## src/rtl/iepb_pkg.sv

```systemverilog
package iepb_pkg;
  // Register byte addresses
  localparam logic [7:0] IEPB_ADDR_EN2 = 8'h00;
  localparam logic [7:0] IEPB_ADDR_EN3 = 8'h04;
  localparam logic [7:0] IEPB_ADDR_EN4 = 8'h08;
  localparam logic [7:0] IEPB_ADDR_PR0 = 8'h0c;
  localparam logic [7:0] IEPB_ADDR_PR1 = 8'h10;
  localparam logic [7:0] IEPB_ADDR_PR2 = 8'h14;
  localparam logic [7:0] IEPB_ADDR_FLAG = 8'h18;
  localparam logic [7:0] IEPB_ADDR_MASK = 8'h1c;
  localparam logic [7:0] IEPB_ADDR_LVL = 8'h20;
  // Implemented bit masks
  localparam logic [15:0] IEPB_EN2_MASK = 16'h0007;
  localparam logic [15:0] IEPB_EN3_MASK = 16'h39ff;
  localparam logic [15:0] IEPB_EN4_MASK = 16'h00f6;
  localparam logic [15:0] IEPB_PR_MASK = 16'h7777;
  localparam logic [15:0] IEPB_STAT_MASK = 16'h000f;
  // Reset values
  localparam logic [15:0] IEPB_EN_RST = 16'h0000;
  localparam logic [15:0] IEPB_PR_RST = 16'h4444;
  localparam logic [2:0] IEPB_PRIO_OFF = 3'h0;
  localparam int IEPB_FIELD_W = 4;
  localparam logic [1:0] IEPB_RESP_OKAY = 2'h0;
  localparam logic [1:0] IEPB_RESP_SLVERR = 2'h2;
endpackage

```

## src/rtl/iepb_top.sv

```systemverilog
// The implementer's own choices: the register addresses and the AXI4-Lite interface to the registers.
`timescale 1ns/1ps
// How it works
// - An enable bit of one passes its source's request; zero blocks it.
// - Priority code 111 gives level seven, the highest.
// - Code 001 gives level one; other codes give their numeric level.
// - Priority code 000 disables the source regardless of enable.
// - Unimplemented bits read zero and ignore writes.
// - Reset clears enables and loads every priority field with 100.
// - Enable group 3 bits 13,12,11,8,7 map DMA5, codec event/error, CAN B.
// - Enable group 3 bits 6..0 map ext irq, timers, I2C B, timer seven.
// - Enable group 4 bits 7,6,5,4,2,1 implemented; 15..8 unimplemented.
// - Enable group 2 bits 2,1,0 map CAN A rx, SPI B event and error.
// - Priority group 0 fields: timer1, out cmp1, in cap1, ext irq0.
// - Priority group 1 fields: timer2, out cmp2, in cap2, DMA ch0.
// - Priority group 2 fields: UART A rx, SPI A event, error, timer3.
// - A source flag is set when it raised a request; enables gate pending outputs, not flags.
module iepb_top (
  // Clock and reset
  input wire logic i_ref_clk,
  input wire logic i_rstn,
  // AXI4-Lite write
  input wire logic [7:0] i_awaddr,
  input wire logic i_awvalid,
  output logic o_awready,
  input wire logic [31:0] i_wdata,
  input wire logic [3:0] i_wstrb,
  input wire logic i_wvalid,
  output logic o_wready,
  output logic [1:0] o_bresp,
  output logic o_bvalid,
  input wire logic i_bready,
  // AXI4-Lite read
  input wire logic [7:0] i_araddr,
  input wire logic i_arvalid,
  output logic o_arready,
  output logic [31:0] o_rdata,
  output logic [1:0] o_rresp,
  output logic o_rvalid,
  input wire logic i_rready,
  // Source requests, same clock, enable-mapped positions
  input wire logic [15:0] i_src_en2,
  input wire logic [15:0] i_src_en3,
  input wire logic [15:0] i_src_en4,
  // Prioritized sources, group 0..2, field order as in the registers
  input wire logic [11:0] i_src_pr,
  // Pending outputs toward the core
  output logic [15:0] o_pend_en2,
  output logic [15:0] o_pend_en3,
  output logic [15:0] o_pend_en4,
  output logic [11:0] o_pend_pr,
  output logic [2:0] o_top_level,
  output logic o_irq
);

  logic [15:0] en2_reg, en3_reg, en4_reg;
  logic [15:0] pr0_reg, pr1_reg, pr2_reg;
  logic [15:0] fen2_reg, fen3_reg, fen4_reg;
  logic [11:0] fpr_reg;
  logic [15:0] mask_reg;
  logic [15:0] sum_flag;
  logic [47:0] pr_all;
  logic [11:0] pr_nz;
  logic [11:0] pend_pr_next;
  logic [2:0] lvl_next;
  logic aw_hold, w_hold;
  logic [7:0] aw_addr_reg;
  logic [31:0] w_data_reg;
  logic [3:0] w_strb_reg;
  logic do_wr;
  logic [15:0] wv;
  logic [15:0] rd_next;
  logic rd_hit;

  // Merge with byte strobes; unimplemented bits forced to zero
  function automatic logic [15:0] iepb_merge(input logic [15:0] cur, input logic [15:0] nw,
                                             input logic [3:0] strb, input logic [15:0] msk);
    logic [15:0] r;
    r = cur;
    if (strb[0]) r[7:0] = nw[7:0];
    if (strb[1]) r[15:8] = nw[15:8];
    return r & msk;
  endfunction

  // AXI write channel capture; either order accepted
  assign o_awready = !aw_hold && !o_bvalid;
  assign o_wready = !w_hold && !o_bvalid;
  assign do_wr = aw_hold && w_hold && !o_bvalid;
  assign wv = w_data_reg[15:0];

  always_ff @(posedge i_ref_clk) begin
    if (!i_rstn) begin
      aw_hold <= 1'b0;
      w_hold <= 1'b0;
      aw_addr_reg <= 8'h00;
      w_data_reg <= 32'h0000_0000;
      w_strb_reg <= 4'h0;
    end else begin
      if (i_awvalid && o_awready) begin
        aw_hold <= 1'b1;
        aw_addr_reg <= i_awaddr;
      end
      if (i_wvalid && o_wready) begin
        w_hold <= 1'b1;
        w_data_reg <= i_wdata;
        w_strb_reg <= i_wstrb;
      end
      if (do_wr) begin
        aw_hold <= 1'b0;
        w_hold <= 1'b0;
      end
    end
  end

  always_ff @(posedge i_ref_clk) begin
    if (!i_rstn) begin
      o_bvalid <= 1'b0;
      o_bresp <= iepb_pkg::IEPB_RESP_OKAY;
    end else if (do_wr) begin
      o_bvalid <= 1'b1;
      unique case (aw_addr_reg)
        iepb_pkg::IEPB_ADDR_EN2, iepb_pkg::IEPB_ADDR_EN3, iepb_pkg::IEPB_ADDR_EN4,
        iepb_pkg::IEPB_ADDR_PR0, iepb_pkg::IEPB_ADDR_PR1, iepb_pkg::IEPB_ADDR_PR2,
        iepb_pkg::IEPB_ADDR_FLAG, iepb_pkg::IEPB_ADDR_MASK,
        iepb_pkg::IEPB_ADDR_LVL: o_bresp <= iepb_pkg::IEPB_RESP_OKAY;
        default: o_bresp <= iepb_pkg::IEPB_RESP_SLVERR;
      endcase
    end else if (i_bready) begin
      o_bvalid <= 1'b0;
    end
  end

  // Configuration registers
  always_ff @(posedge i_ref_clk) begin
    if (!i_rstn) begin
      en2_reg <= iepb_pkg::IEPB_EN_RST;
      en3_reg <= iepb_pkg::IEPB_EN_RST;
      en4_reg <= iepb_pkg::IEPB_EN_RST;
      pr0_reg <= iepb_pkg::IEPB_PR_RST;
      pr1_reg <= iepb_pkg::IEPB_PR_RST;
      pr2_reg <= iepb_pkg::IEPB_PR_RST;
      mask_reg <= 16'h0000;
    end else if (do_wr) begin
      unique case (aw_addr_reg)
        iepb_pkg::IEPB_ADDR_EN2:
          en2_reg <= iepb_merge(en2_reg, wv, w_strb_reg, iepb_pkg::IEPB_EN2_MASK);
        iepb_pkg::IEPB_ADDR_EN3:
          en3_reg <= iepb_merge(en3_reg, wv, w_strb_reg, iepb_pkg::IEPB_EN3_MASK);
        iepb_pkg::IEPB_ADDR_EN4:
          en4_reg <= iepb_merge(en4_reg, wv, w_strb_reg, iepb_pkg::IEPB_EN4_MASK);
        iepb_pkg::IEPB_ADDR_PR0:
          pr0_reg <= iepb_merge(pr0_reg, wv, w_strb_reg, iepb_pkg::IEPB_PR_MASK);
        iepb_pkg::IEPB_ADDR_PR1:
          pr1_reg <= iepb_merge(pr1_reg, wv, w_strb_reg, iepb_pkg::IEPB_PR_MASK);
        iepb_pkg::IEPB_ADDR_PR2:
          pr2_reg <= iepb_merge(pr2_reg, wv, w_strb_reg, iepb_pkg::IEPB_PR_MASK);
        iepb_pkg::IEPB_ADDR_MASK:
          mask_reg <= iepb_merge(mask_reg, wv, w_strb_reg, iepb_pkg::IEPB_STAT_MASK);
        default: ;
      endcase
    end
  end

  // Write-one clear of status; a new request wins over a same-cycle clear
  logic [3:0] clr_stat;
  always_comb begin
    clr_stat = 4'h0;
    if (do_wr && aw_addr_reg == iepb_pkg::IEPB_ADDR_FLAG && w_strb_reg[0]) begin
      clr_stat = wv[3:0];
    end
  end

  always_ff @(posedge i_ref_clk) begin
    if (!i_rstn) begin
      fen2_reg <= 16'h0000;
      fen3_reg <= 16'h0000;
      fen4_reg <= 16'h0000;
      fpr_reg <= 12'h000;
    end else begin
      fen2_reg <= i_src_en2 & iepb_pkg::IEPB_EN2_MASK;
      fen3_reg <= i_src_en3 & iepb_pkg::IEPB_EN3_MASK;
      fen4_reg <= i_src_en4 & iepb_pkg::IEPB_EN4_MASK;
      fpr_reg <= i_src_pr;
    end
  end

  // Priority decode: code value is the level, zero disables
  assign pr_all = {pr2_reg, pr1_reg, pr0_reg};
  always_comb begin
    lvl_next = iepb_pkg::IEPB_PRIO_OFF;
    for (int i = 0; i < 12; i++) begin
      pr_nz[i] = pr_all[i*iepb_pkg::IEPB_FIELD_W +: 3] != iepb_pkg::IEPB_PRIO_OFF;
      pend_pr_next[i] = fpr_reg[i] && pr_nz[i];
      if (pend_pr_next[i] && pr_all[i*iepb_pkg::IEPB_FIELD_W +: 3] > lvl_next)
        lvl_next = pr_all[i*iepb_pkg::IEPB_FIELD_W +: 3];
    end
  end

  always_ff @(posedge i_ref_clk) begin
    if (!i_rstn) begin
      o_pend_en2 <= 16'h0000;
      o_pend_en3 <= 16'h0000;
      o_pend_en4 <= 16'h0000;
      o_pend_pr <= 12'h000;
      o_top_level <= iepb_pkg::IEPB_PRIO_OFF;
    end else begin
      o_pend_en2 <= fen2_reg & en2_reg;
      o_pend_en3 <= fen3_reg & en3_reg;
      o_pend_en4 <= fen4_reg & en4_reg;
      o_pend_pr <= pend_pr_next;
      o_top_level <= lvl_next;
    end
  end

  // Interrupt status: one sticky bit per enable group, one shared by all three priority groups
  logic [15:0] stat_reg;
  logic [3:0] ev;
  assign ev = {|o_pend_pr, |o_pend_en4, |o_pend_en3, |o_pend_en2};
  always_ff @(posedge i_ref_clk) begin
    if (!i_rstn) begin
      stat_reg <= 16'h0000;
    end else begin
      stat_reg <= ((stat_reg & ~{12'h000, clr_stat}) | {12'h000, ev})
                  & iepb_pkg::IEPB_STAT_MASK;
    end
  end
  assign sum_flag = stat_reg;

  always_ff @(posedge i_ref_clk) begin
    if (!i_rstn) o_irq <= 1'b0;
    else o_irq <= |(sum_flag & mask_reg);
  end

  // Read channel
  assign o_arready = !o_rvalid;
  always_comb begin
    rd_hit = 1'b1;
    unique case (i_araddr)
      iepb_pkg::IEPB_ADDR_EN2: rd_next = en2_reg;
      iepb_pkg::IEPB_ADDR_EN3: rd_next = en3_reg;
      iepb_pkg::IEPB_ADDR_EN4: rd_next = en4_reg;
      iepb_pkg::IEPB_ADDR_PR0: rd_next = pr0_reg;
      iepb_pkg::IEPB_ADDR_PR1: rd_next = pr1_reg;
      iepb_pkg::IEPB_ADDR_PR2: rd_next = pr2_reg;
      iepb_pkg::IEPB_ADDR_FLAG: rd_next = sum_flag;
      iepb_pkg::IEPB_ADDR_MASK: rd_next = mask_reg;
      iepb_pkg::IEPB_ADDR_LVL: rd_next = {13'h0000, o_top_level};
      default: begin
        rd_next = 16'h0000;
        rd_hit = 1'b0;
      end
    endcase
  end

  always_ff @(posedge i_ref_clk) begin
    if (!i_rstn) begin
      o_rvalid <= 1'b0;
      o_rdata <= 32'h0000_0000;
      o_rresp <= iepb_pkg::IEPB_RESP_OKAY;
    end else if (i_arvalid && o_arready) begin
      o_rvalid <= 1'b1;
      o_rdata <= {16'h0000, rd_next};
      o_rresp <= rd_hit ? iepb_pkg::IEPB_RESP_OKAY : iepb_pkg::IEPB_RESP_SLVERR;
    end else if (i_rready) begin
      o_rvalid <= 1'b0;
    end
  end
endmodule

```

## config.mk

```make
export PLATFORM = sky130hd
export DESIGN_NAME = iepb_top
export DESIGN_NICKNAME = d
export VERILOG_FILES = /design/src/rtl/iepb_pkg.sv /design/src/rtl/iepb_top.sv
export SDC_FILE = /design/constraint.sdc
export NUM_CORES = 1
export LEC_CHECK = 0
export CORE_MARGIN = 2
export CORE_UTILIZATION = 45
export DETAILED_ROUTE_END_ITERATION = 8
export DONT_BUFFER_PORTS = 1
export GPL_ROUTABILITY_DRIVEN = 0
export PLACE_DENSITY_LB_ADDON = 0.25
export SLEW_MARGIN = 40
export SYNTH_ARGS = -nofsm -noshare
export SYNTH_HDL_FRONTEND = slang
export SYNTH_SLANG_ARGS = --single-unit
```

## constraint.sdc

```tcl
create_clock -name i_ref_clk -period 34.7 [get_ports i_ref_clk]
set_clock_uncertainty 0.1 [all_clocks]
set_input_delay 5.205 -clock i_ref_clk [delete_from_list [all_inputs] [get_ports i_ref_clk]]
set_output_delay 5.205 -clock i_ref_clk [all_outputs]
set_load 0.02 [all_outputs]
```

Yosys cells after proc, flatten, opt, wreduce, memory -nomap -nowiden
Index checks and enable logic that the tools add are counted.
Cells by class
  muxes and demuxes: 21
  reduce and logical (&&, ||, !) cells: 72
  equal/unequal tests: 16
  magnitude comparators: 12
  bitwise gates (word level): 8
Operators by type and width (number)
  $pmux 15 s9: 1
  $eq 8x5->1 const B: 8
  $reduce_or 16->1: 4
  $mux 3: 12
  $reduce_bool 3->1: 12
  $gt 3x3->1: 11
  $logic_and 1x1->1: 33
  $reduce_and 3->1: 11
  $eq 8x4->1 const B: 4
  $reduce_or 9->1: 2
  $and 16x14->16: 1
  $and 16x3->16: 1
  $and 16x8->16: 1
  $eq 8x3->1 const B: 2
  $eq 8x6->1 const B: 2
  $logic_not 8->1: 2
  $reduce_or 12->1: 1
  $and 4x4->4: 2
  $mux 1: 5
  $logic_not 1->1: 4
  $mux 2: 2
  $mux 4: 1
  $not 4->4: 1
  $or 4x4->4: 1
  4 further kinds: 5
Storage, ports and cells
  register bits after elaboration: 238
  logic and storage cells: 164

Longest topological paths before layout
Gate-level depths: netlist (run 1).
  word-level depth: 37
  mapped depth: 76
  gate-level depth less buffers: 75

Worst setup path before layout (run 1)
Ideal clock, no wire load.
  kind: reg2reg
  from: register pr0_reg[2]
  to: register o_top_level[0]
  path buffers: 1
  required time: 34543 ps
  arrival: 13123 ps
  slack: 21420 ps
  period minus slack after synthesis: 13280 ps
  library setup time: 57 ps
  stages on the path, launching flop included: 74
  cells stage by stage: dfxtp_1 -> nand2_1 -> ha_1 -> and3b_1 -> o211a_1 -> buf_6 -> mux2_2 -> ha_1 -> nor3b_1 -> nor2_1 -> mux2_4 -> nor3_1 -> o211ai_1 -> a32o_1 -> ha_1 -> nor2_1 -> o21bai_1 -> a22oi_1 -> [38 not listed] -> maj3_1 -> nand3_1 -> a21oi_1 -> a31oi_1 -> o21ai_2 -> ha_1 -> inv_1 -> a21o_1 -> a21oi_1 -> a311oi_1 -> nand2_1 -> o21a_1 -> ha_1 -> nor2b_1 -> o21a_1 -> o21ai_1 -> nor3b_1 -> a21o_1
Between the ends
  cells in the longest elaborated chain, start to end: 37
  elaborated cells between the ends (all ways): 38
Ends and longest elaborated chain
  start, declared: RTL line iepb_top.sv:57  | logic [15:0] pr0_reg, pr1_reg, pr2_reg;
  start signal, assigned: RTL line iepb_top.sv:139  | pr0_reg <= iepb_pkg::IEPB_PR_RST;
  start signal, assigned: RTL line iepb_top.sv:152  | pr0_reg <= iepb_merge(pr0_reg, wv, w_strb_reg, iepb_pkg::IEPB_PR_MASK);
  parallel branches: the longest is 3 deep, another holds $gt 3x1->1
  $mux 3 *: RTL line iepb_top.sv:194  | if (pend_pr_next[i] && pr_all[i*iepb_pkg::IEPB_FIELD_W +: 3] > lvl_next)
  $gt 3x3->1: RTL line iepb_top.sv:194
  $logic_and 1x1->1: RTL line iepb_top.sv:194
  $mux 3 *: RTL line iepb_top.sv:194
  $gt 3x3->1: RTL line iepb_top.sv:194
  $logic_and 1x1->1: RTL line iepb_top.sv:194
  $mux 3 *: RTL line iepb_top.sv:194
  [19 not listed]
  $logic_and 1x1->1: RTL line iepb_top.sv:194
  $mux 3 *: RTL line iepb_top.sv:194
  $gt 3x3->1: RTL line iepb_top.sv:194
  $logic_and 1x1->1: RTL line iepb_top.sv:194
  $mux 3 *: RTL line iepb_top.sv:194
  $gt 3x3->1: RTL line iepb_top.sv:194
  $logic_and 1x1->1: RTL line iepb_top.sv:194
  $mux 3 *: RTL line iepb_top.sv:194
  end signal, assigned: RTL line iepb_top.sv:205  | o_top_level <= iepb_pkg::IEPB_PRIO_OFF;
  end signal, assigned: RTL line iepb_top.sv:211  | o_top_level <= lvl_next;
  end, declared: RTL line iepb_top.sv:52  | output logic [2:0] o_top_level,
Mark *: on every way between the ends.
A chain may end at the register's enable or synchronous reset.

Worst setup path after layout (run 1)
Same ends and word-level chain as after synthesis.

==> results of run 1 <==
[power by group]
part / internal, mW / switching [mW]
registers: 0.213 / 0.00661
clock network: 0.101 / 0.0965
logic: 0.00825 / 0.0193
[path summary, 6_finish.rpt]
| check | to | slack [ps] | depth (start not counted) |
|---|---|---|---|
| max | o_top_level[0] | 19850 | 72 |
| min reg2reg | o_pend_en3[5] | 360 | 1 |
| max reg2reg | o_top_level[0] | 19850 | 72 |
| min | o_pend_en3[5] | 360 | 1 |
[cell families (layout without fill, tap and decap cells)]
kind of cell | after synthesis | in the layout
compound gates | 196 | 196
other cells | 1 | 46
flops | 181 | 181
buf+inv | 118 | 60
simple gates | 367 | 367
mux | 73 | 73
fa+ha+maj | 19 | 19
[cell usage after synthesis, types with 7 or more instances]
master	instances
a21o_1	7
a22oi_1	15
clkbuf_1	38
o21ai_0	26
and2_1	46
mux2i_1	58
dfxtp_1	181
mux2_2	13
nor2_1	122
nand2_1	108
ha_1	17
o211ai_1	7
buf_4	46
nand3_1	8
and3_1	26
inv_1	27
a222oi_1	9
nor4_1	10
nor3_1	12
a21oi_1	59
o311a_1	8
[layer usage]
layer | vias up | GRT usage [%] | wire, um
li1 | 3232 | - | -
met1 | 3066 | 28.9 | 9580
met2 | 291 | 35.0 | 9830
met3 | 48 | 6.91 | 1850
met4 | 0 | 7.81 | 602
met5 | - | 0 | 0
[final cells by class]
cell class                 instances  area (sq um)  area share [%]
clock inverter                    13           155            1.73
clock buffer                      19           453            5.06
multi-input combinational        701          4320            48.3
sequential                       181          3620            40.5
tap                              229           287            3.20
inverter                          27           101            1.13
timing repair buffer               1          7.51          0.0839
[metrics by stage]
stage	instance area, sq um	util [%]
after detailed placement	8320	46.0
after global routing	8950	49.5
final	8950	49.5
after CTS	8930	49.4
after global placement	8310	46.0
after floorplan	8540	-
[critical path, delay by kind of cell, from the launching register on]
kind | cells | cell delay [ps]
AND/OR/NAND/NOR | 23 | 3350
buffers and inverters | 2 | 130
multiplexers | 5 | 1780
adder cells (fa/ha/maj) | 13 | 3820
flip-flops | 1 | 500
AO/OA/AOI/OAI | 29 | 5130
==> results by group, run 1 <==
Placement
  • Pre-CTS setup slack: 19790 ps
  • Port bufs: 0
  • Inst Count DP: 1139
  • Final HPWL DP: 16100 um

Synth
  • Synth Register Bits: 181
  • YS warnings: 0
  • Synthesized area: 8380 sq um
  • Syn avg cell area: 8.77 sq um
  • Main synth FF type: dfxtp_1
  • Compound-Gate Fraction of Synth Area: 16.8%
  • Sequential share of the synthesized area: 43.3%
  • Largest family of logic cells by synthesized area: simple AND/OR/NAND/NOR gates
  • Cell taking the most area after synthesis: dfxtp_1
  • Simple-gate area share of the yosys netlist: 20.6%
  • Adder-cell area share of the yosys netlist: 2.78%
  • Post-Synth XOR/XNOR Area: 0%
  • Synth area leaders: dfxtp_1, mux2i_1, nor2_1
  • Multiplexer area fraction after synthesis: 9.02%
  • Asr flop ratio synth: 0%
  • Synth cell types: 72
  • Number of synthesized flops with an enable pin: 0
  • Mapped Cells: 955
  • Share of the synthesized area in the top cell type: 43.3%

Clocking
  • Post-CTS Hold Buffers: 0
  • Clock latency on the worst-skew pair: 450 ps
  • H-tree Lvls: 4
  • CTS buffer count: 17
  • Post-CTS setup buffers: 0
  • Clk root buf: clkbuf_16
  • Clock Sinks: 181
  • Clk slew on worst S/H paths: 80 ps
  • Post_cts resized: 0
  • Clk buf depth: 2
  • CTS tree: done

Global routing
  • Largest net degree at the start of global routing: 83
  • Initial antenna violation count: 0
  • GRT Overall Usage: 22.2%
  • Overflow left after global routing: 0
  • First-pass GRT wire length: 33800 um
  • Vias in the first global route: 5948

Route
  • Drt wl/cell: 18.7 um
  • Pre-antenna DRT Iters: 5
  • Via count: 6637
  • Iteration-0 DRC Markers: 524
  • Antenna-violating nets left: 0
  • # DRC: 0
  • Vias/cell: 5.67
  • DRT Wirelength: 21900 um

STA
  • Slew HR: 47.3%
  • Final setup violation count: 0
  • Final Max Tran Viols: 0
  • Worst hold slack: 359 ps
  • Tmin final: 14850 ps
  • Tightest Pin Transition: 788 ps
  • Fmax: 0.0674 GHz
  • Setup tns final: 0 ps
  • RSZ-0062 raised after global routing: false
  • Setup WS post-layout: 19850 ps
  • Period utilization: 42.8%
  • Hold Fails Final Rpt: 0

Final layout
  • Non-Filler Instances: 1171
  • Most frequent cells in the layout: dfxtp_1, nor2_1, nand2_1
  • Nets@finish: 1065
  • Fill cell count: 1739
  • Layout cells sized above 1: 7.64%
  • Most common cell after layout, fill and taps aside: dfxtp_1
  • # diodes: 0
  • Area growth syn-to-layout: 6.84%

Critical path
  • Crit Path Category: flip-flop to flip-flop
  • Largest stage delay, worst path: 500 ps
  • Critical Path End Type: flip-flop
  • CP startpoint kind: flip-flop
  • Worst Path Arrival: 15150 ps
  • CP required: 35000 ps
  • Crit. Startpoint: pr0_reg[2]
  • Crit path max-delay cell type: dfxtp_1
  • Crit Path Max Fanout: 10
  • Most frequent CP cell: ha_1
  • Reg2Reg Launch Point: pr0_reg[2]

Die
  • Die Wd: 140 um
  • I/O Pins: 224
  • Die area: 19700 sq um
  • Die height: 140 um
  • Initial Utilization: 46.3%
  • FP Rows: 49
  • Core box area: 18100 sq um

Worst hold path
  • Hold crit path type: flip-flop to flip-flop
  • Hold wc startpoint: fen3_reg[5]

Power and ir drop
  • Leak pwr: 3.62 nW
  • Worst IR Drop VDD: 0.0360 mV
  • Power, Total: 0.445 mW
  • Pwr dens: 49.7 nW/um^2

Run status
  • Status: complete, no violations

Flow run
  • Max cap viols: 0
(Power assumes the default switching activity.)
==> run 2: changes to the inputs <==
==> constraint.sdc (replaced) <==
create_clock -name i_ref_clk -period 12.1 [get_ports i_ref_clk]
set_clock_uncertainty 0.1 [all_clocks]
set_input_delay 1.815 -clock i_ref_clk [delete_from_list [all_inputs] [get_ports i_ref_clk]]
set_output_delay 1.815 -clock i_ref_clk [all_outputs]
set_load 0.02 [all_outputs]
==> results by group, run 2 (synthesis gave the netlist of run 1 again) <==
Critical path
  • Crit Path Max Fanout: 6 (-4)
  • CP startpoint kind: flip-flop
  • Largest stage delay, worst path: 390 ps (-110 ps)
  • Worst Path Arrival: 12910 ps (-2240 ps)
  • CP required: 12330 ps (-22670 ps)
  • Crit Path Category: flip-flop to flip-flop
  • Crit path max-delay cell type: dfxtp_4
  • Critical Path End Type: flip-flop
  • Most frequent CP cell: ha_4

Die
  • Die height: 140 um (unchanged)
  • Die area: 19700 sq um (unchanged)
  • Die Wd: 140 um (unchanged)
  • I/O Pins: 224 (unchanged)
  • Initial Utilization: 46.3% (unchanged)
  • FP Rows: 49 (unchanged)
  • Core box area: 18100 sq um (unchanged)

STA
  • Tightest Pin Transition: 835 ps (+47.3 ps)
  • Worst hold slack: 358 ps (-1.84 ps)
  • Tmin final: 12680 ps (-2160 ps)
  • Slew HR: 44.1% (-3.2 points)
  • Fmax: 0.0788 GHz (+17%)
  • Final setup violation count: 3 (+3)
  • Hold Fails Final Rpt: 0 (unchanged)
  • Final Max Tran Viols: 0 (unchanged)
  • Period utilization: 105% (+62 points)
  • RSZ-0062 raised after global routing: true
  • Setup WS post-layout: -583 ps (-20440 ps)

Global routing
  • GRT Overall Usage: 22.9% (+0.70 points)
  • Largest net degree at the start of global routing: 93 (+12%)
  • Overflow left after global routing: 0 (unchanged)
  • First-pass GRT wire length: 35300 um (+4.3%)
  • Vias in the first global route: 6436 (+8.2%)
  • Initial antenna violation count: 0 (unchanged)

Route
  • DRT Wirelength: 22600 um (+3.4%)
  • # DRC: 0 (unchanged)
  • Iteration-0 DRC Markers: 484 (-7.6%)
  • Pre-antenna DRT Iters: 6 (+1)
  • Drt wl/cell: 18.4 um (-1.4%)
  • Vias/cell: 5.57 (-1.8%)
  • Via count: 6837 (+3.0%)
  • Antenna-violating nets left: 0 (unchanged)

Flow run
  • Max cap viols: 0 (unchanged)

Power and ir drop
  • Power, Total: 1.28 mW (+190%)
  • Leak pwr: 3.95 nW (+9.0%)
  • Pwr dens: 132 nW/um^2 (+170%)
  • Worst IR Drop VDD: 0.106 mV (+190%)

Run status
  • Failing checks: setup timing
  • Status: finished with violations

Final layout
  • Multi-input logic area: 4610 sq um (+6.6%)
  • Most common cell after layout, fill and taps aside: dfxtp_1
  • Nets@finish: 1121 (+5.3%)
  • Non-Filler Instances: 1228 (+4.9%)
  • Layout cells sized above 1: 16.9% (+9.3 points)
  • Area growth syn-to-layout: 15.3%
  • Most frequent cells in the layout: dfxtp_1, nor2_1, nand2_1
  • Fill cell count: 1659 (-4.6%)
  • Sequential Area: 3630 sq um (+0.28%)

Placement
  • Port bufs: 0 (unchanged)
  • Final HPWL DP: 16500 um (+2.5%)
  • Inst Count DP: 1168 (+2.5%)
  • Pre-CTS setup slack: -831 ps (-20630 ps)

Clocking
  • Clk root buf: clkbuf_16
  • CTS tree: done
  • Post-CTS Hold Buffers: 0 (unchanged)
  • Clock Sinks: 181 (unchanged)
  • Clk slew on worst S/H paths: 70 ps (about the same)
  • H-tree Lvls: 4 (unchanged)
  • Clock latency on the worst-skew pair: 440 ps (about the same)
  • CTS buffer count: 17 (unchanged)
  • Clk buf depth: 2 (unchanged)

Worst hold path
  • Hold crit path type: flip-flop to flip-flop
[run 2: changes by cell type in the layout (fill, tap and decap cells not counted), moves of 4 or more]
cell / before / now
buf_4: 1 / 55
ha_1: 17 / 7
ha_4: 0 / 9
nor2_1: 120 / 115
a21oi_1: 59 / 55
a21oi_2: 1 / 5
dfxtp_1: 181 / 177
[run 2: worst paths after layout]
path	slack [ps]	cells after the start	startpoint	to
max	-580	72	fpr_reg[0]	o_top_level[0]
min	360	2	w_data_reg[11]	w_data_reg[11]
max reg2reg	-580	72	fpr_reg[0]	o_top_level[0]
min reg2reg	360	2	w_data_reg[11]	w_data_reg[11]
[run 2: through the flow]
step	TNS (ps)	area (sq um)	utilization, %
CTS	-1530	9540	52.8
floorplan	-835	8720	-
finish	-1720	9660	53.4
global placement	-2130	8710	48.1
detailed placement	-2360	8720	48.2
global route	-3950	9660	53.4
[run 2: report_power, final]
part | internal [mW] | total, mW | leakage [nW] | switching, mW
Combinational | 0.0295 | 0.0866 | 2.18 | 0.0571
Sequential | 0.611 | 0.631 | 1.48 | 0.0200
Clock | 0.301 | 0.559 | 0.296 | 0.258
Total | 0.941 | 1.28 | 3.95 | 0.335
[run 2: timing repair]
item | in CTS | in global routing
setup endpoints to repair | 3 | 3
pin swaps | 49 | 19
gates resized for setup | 18 | 8
hold endpoints to repair | 0 | 0
setup buffers | 18 | 9
[run 2: cell type report]
class / instances / area share, %
antenna: 1 / 0.0259
clock buffer: 19 / 4.58
clock inverter: 13 / 1.55
inverter: 27 / 1.05
multi-input combinational: 701 / 47.7
sequential: 181 / 37.6
tap: 229 / 2.97
timing repair buffer: 57 / 4.51
[run 2: critical path: cells and delay by family (launching register included)]
kind	cells	cell delay, ps
buffers and inverters	3	350
DFF	1	390
adders and majority gates	13	3390
muxes	6	1790
AOI/OAI and AO/OA	28	4300
and+or+nand+nor	22	2230
[run 2: layer usage]
metal	wire [um]	global-route usage [%]	part of all wire [%]
met1	9920	29.7	44
met2	10600	37.4	47
met3	1610	5.81	7.1
met4	441	7.76	2.0
met5	0	0	0
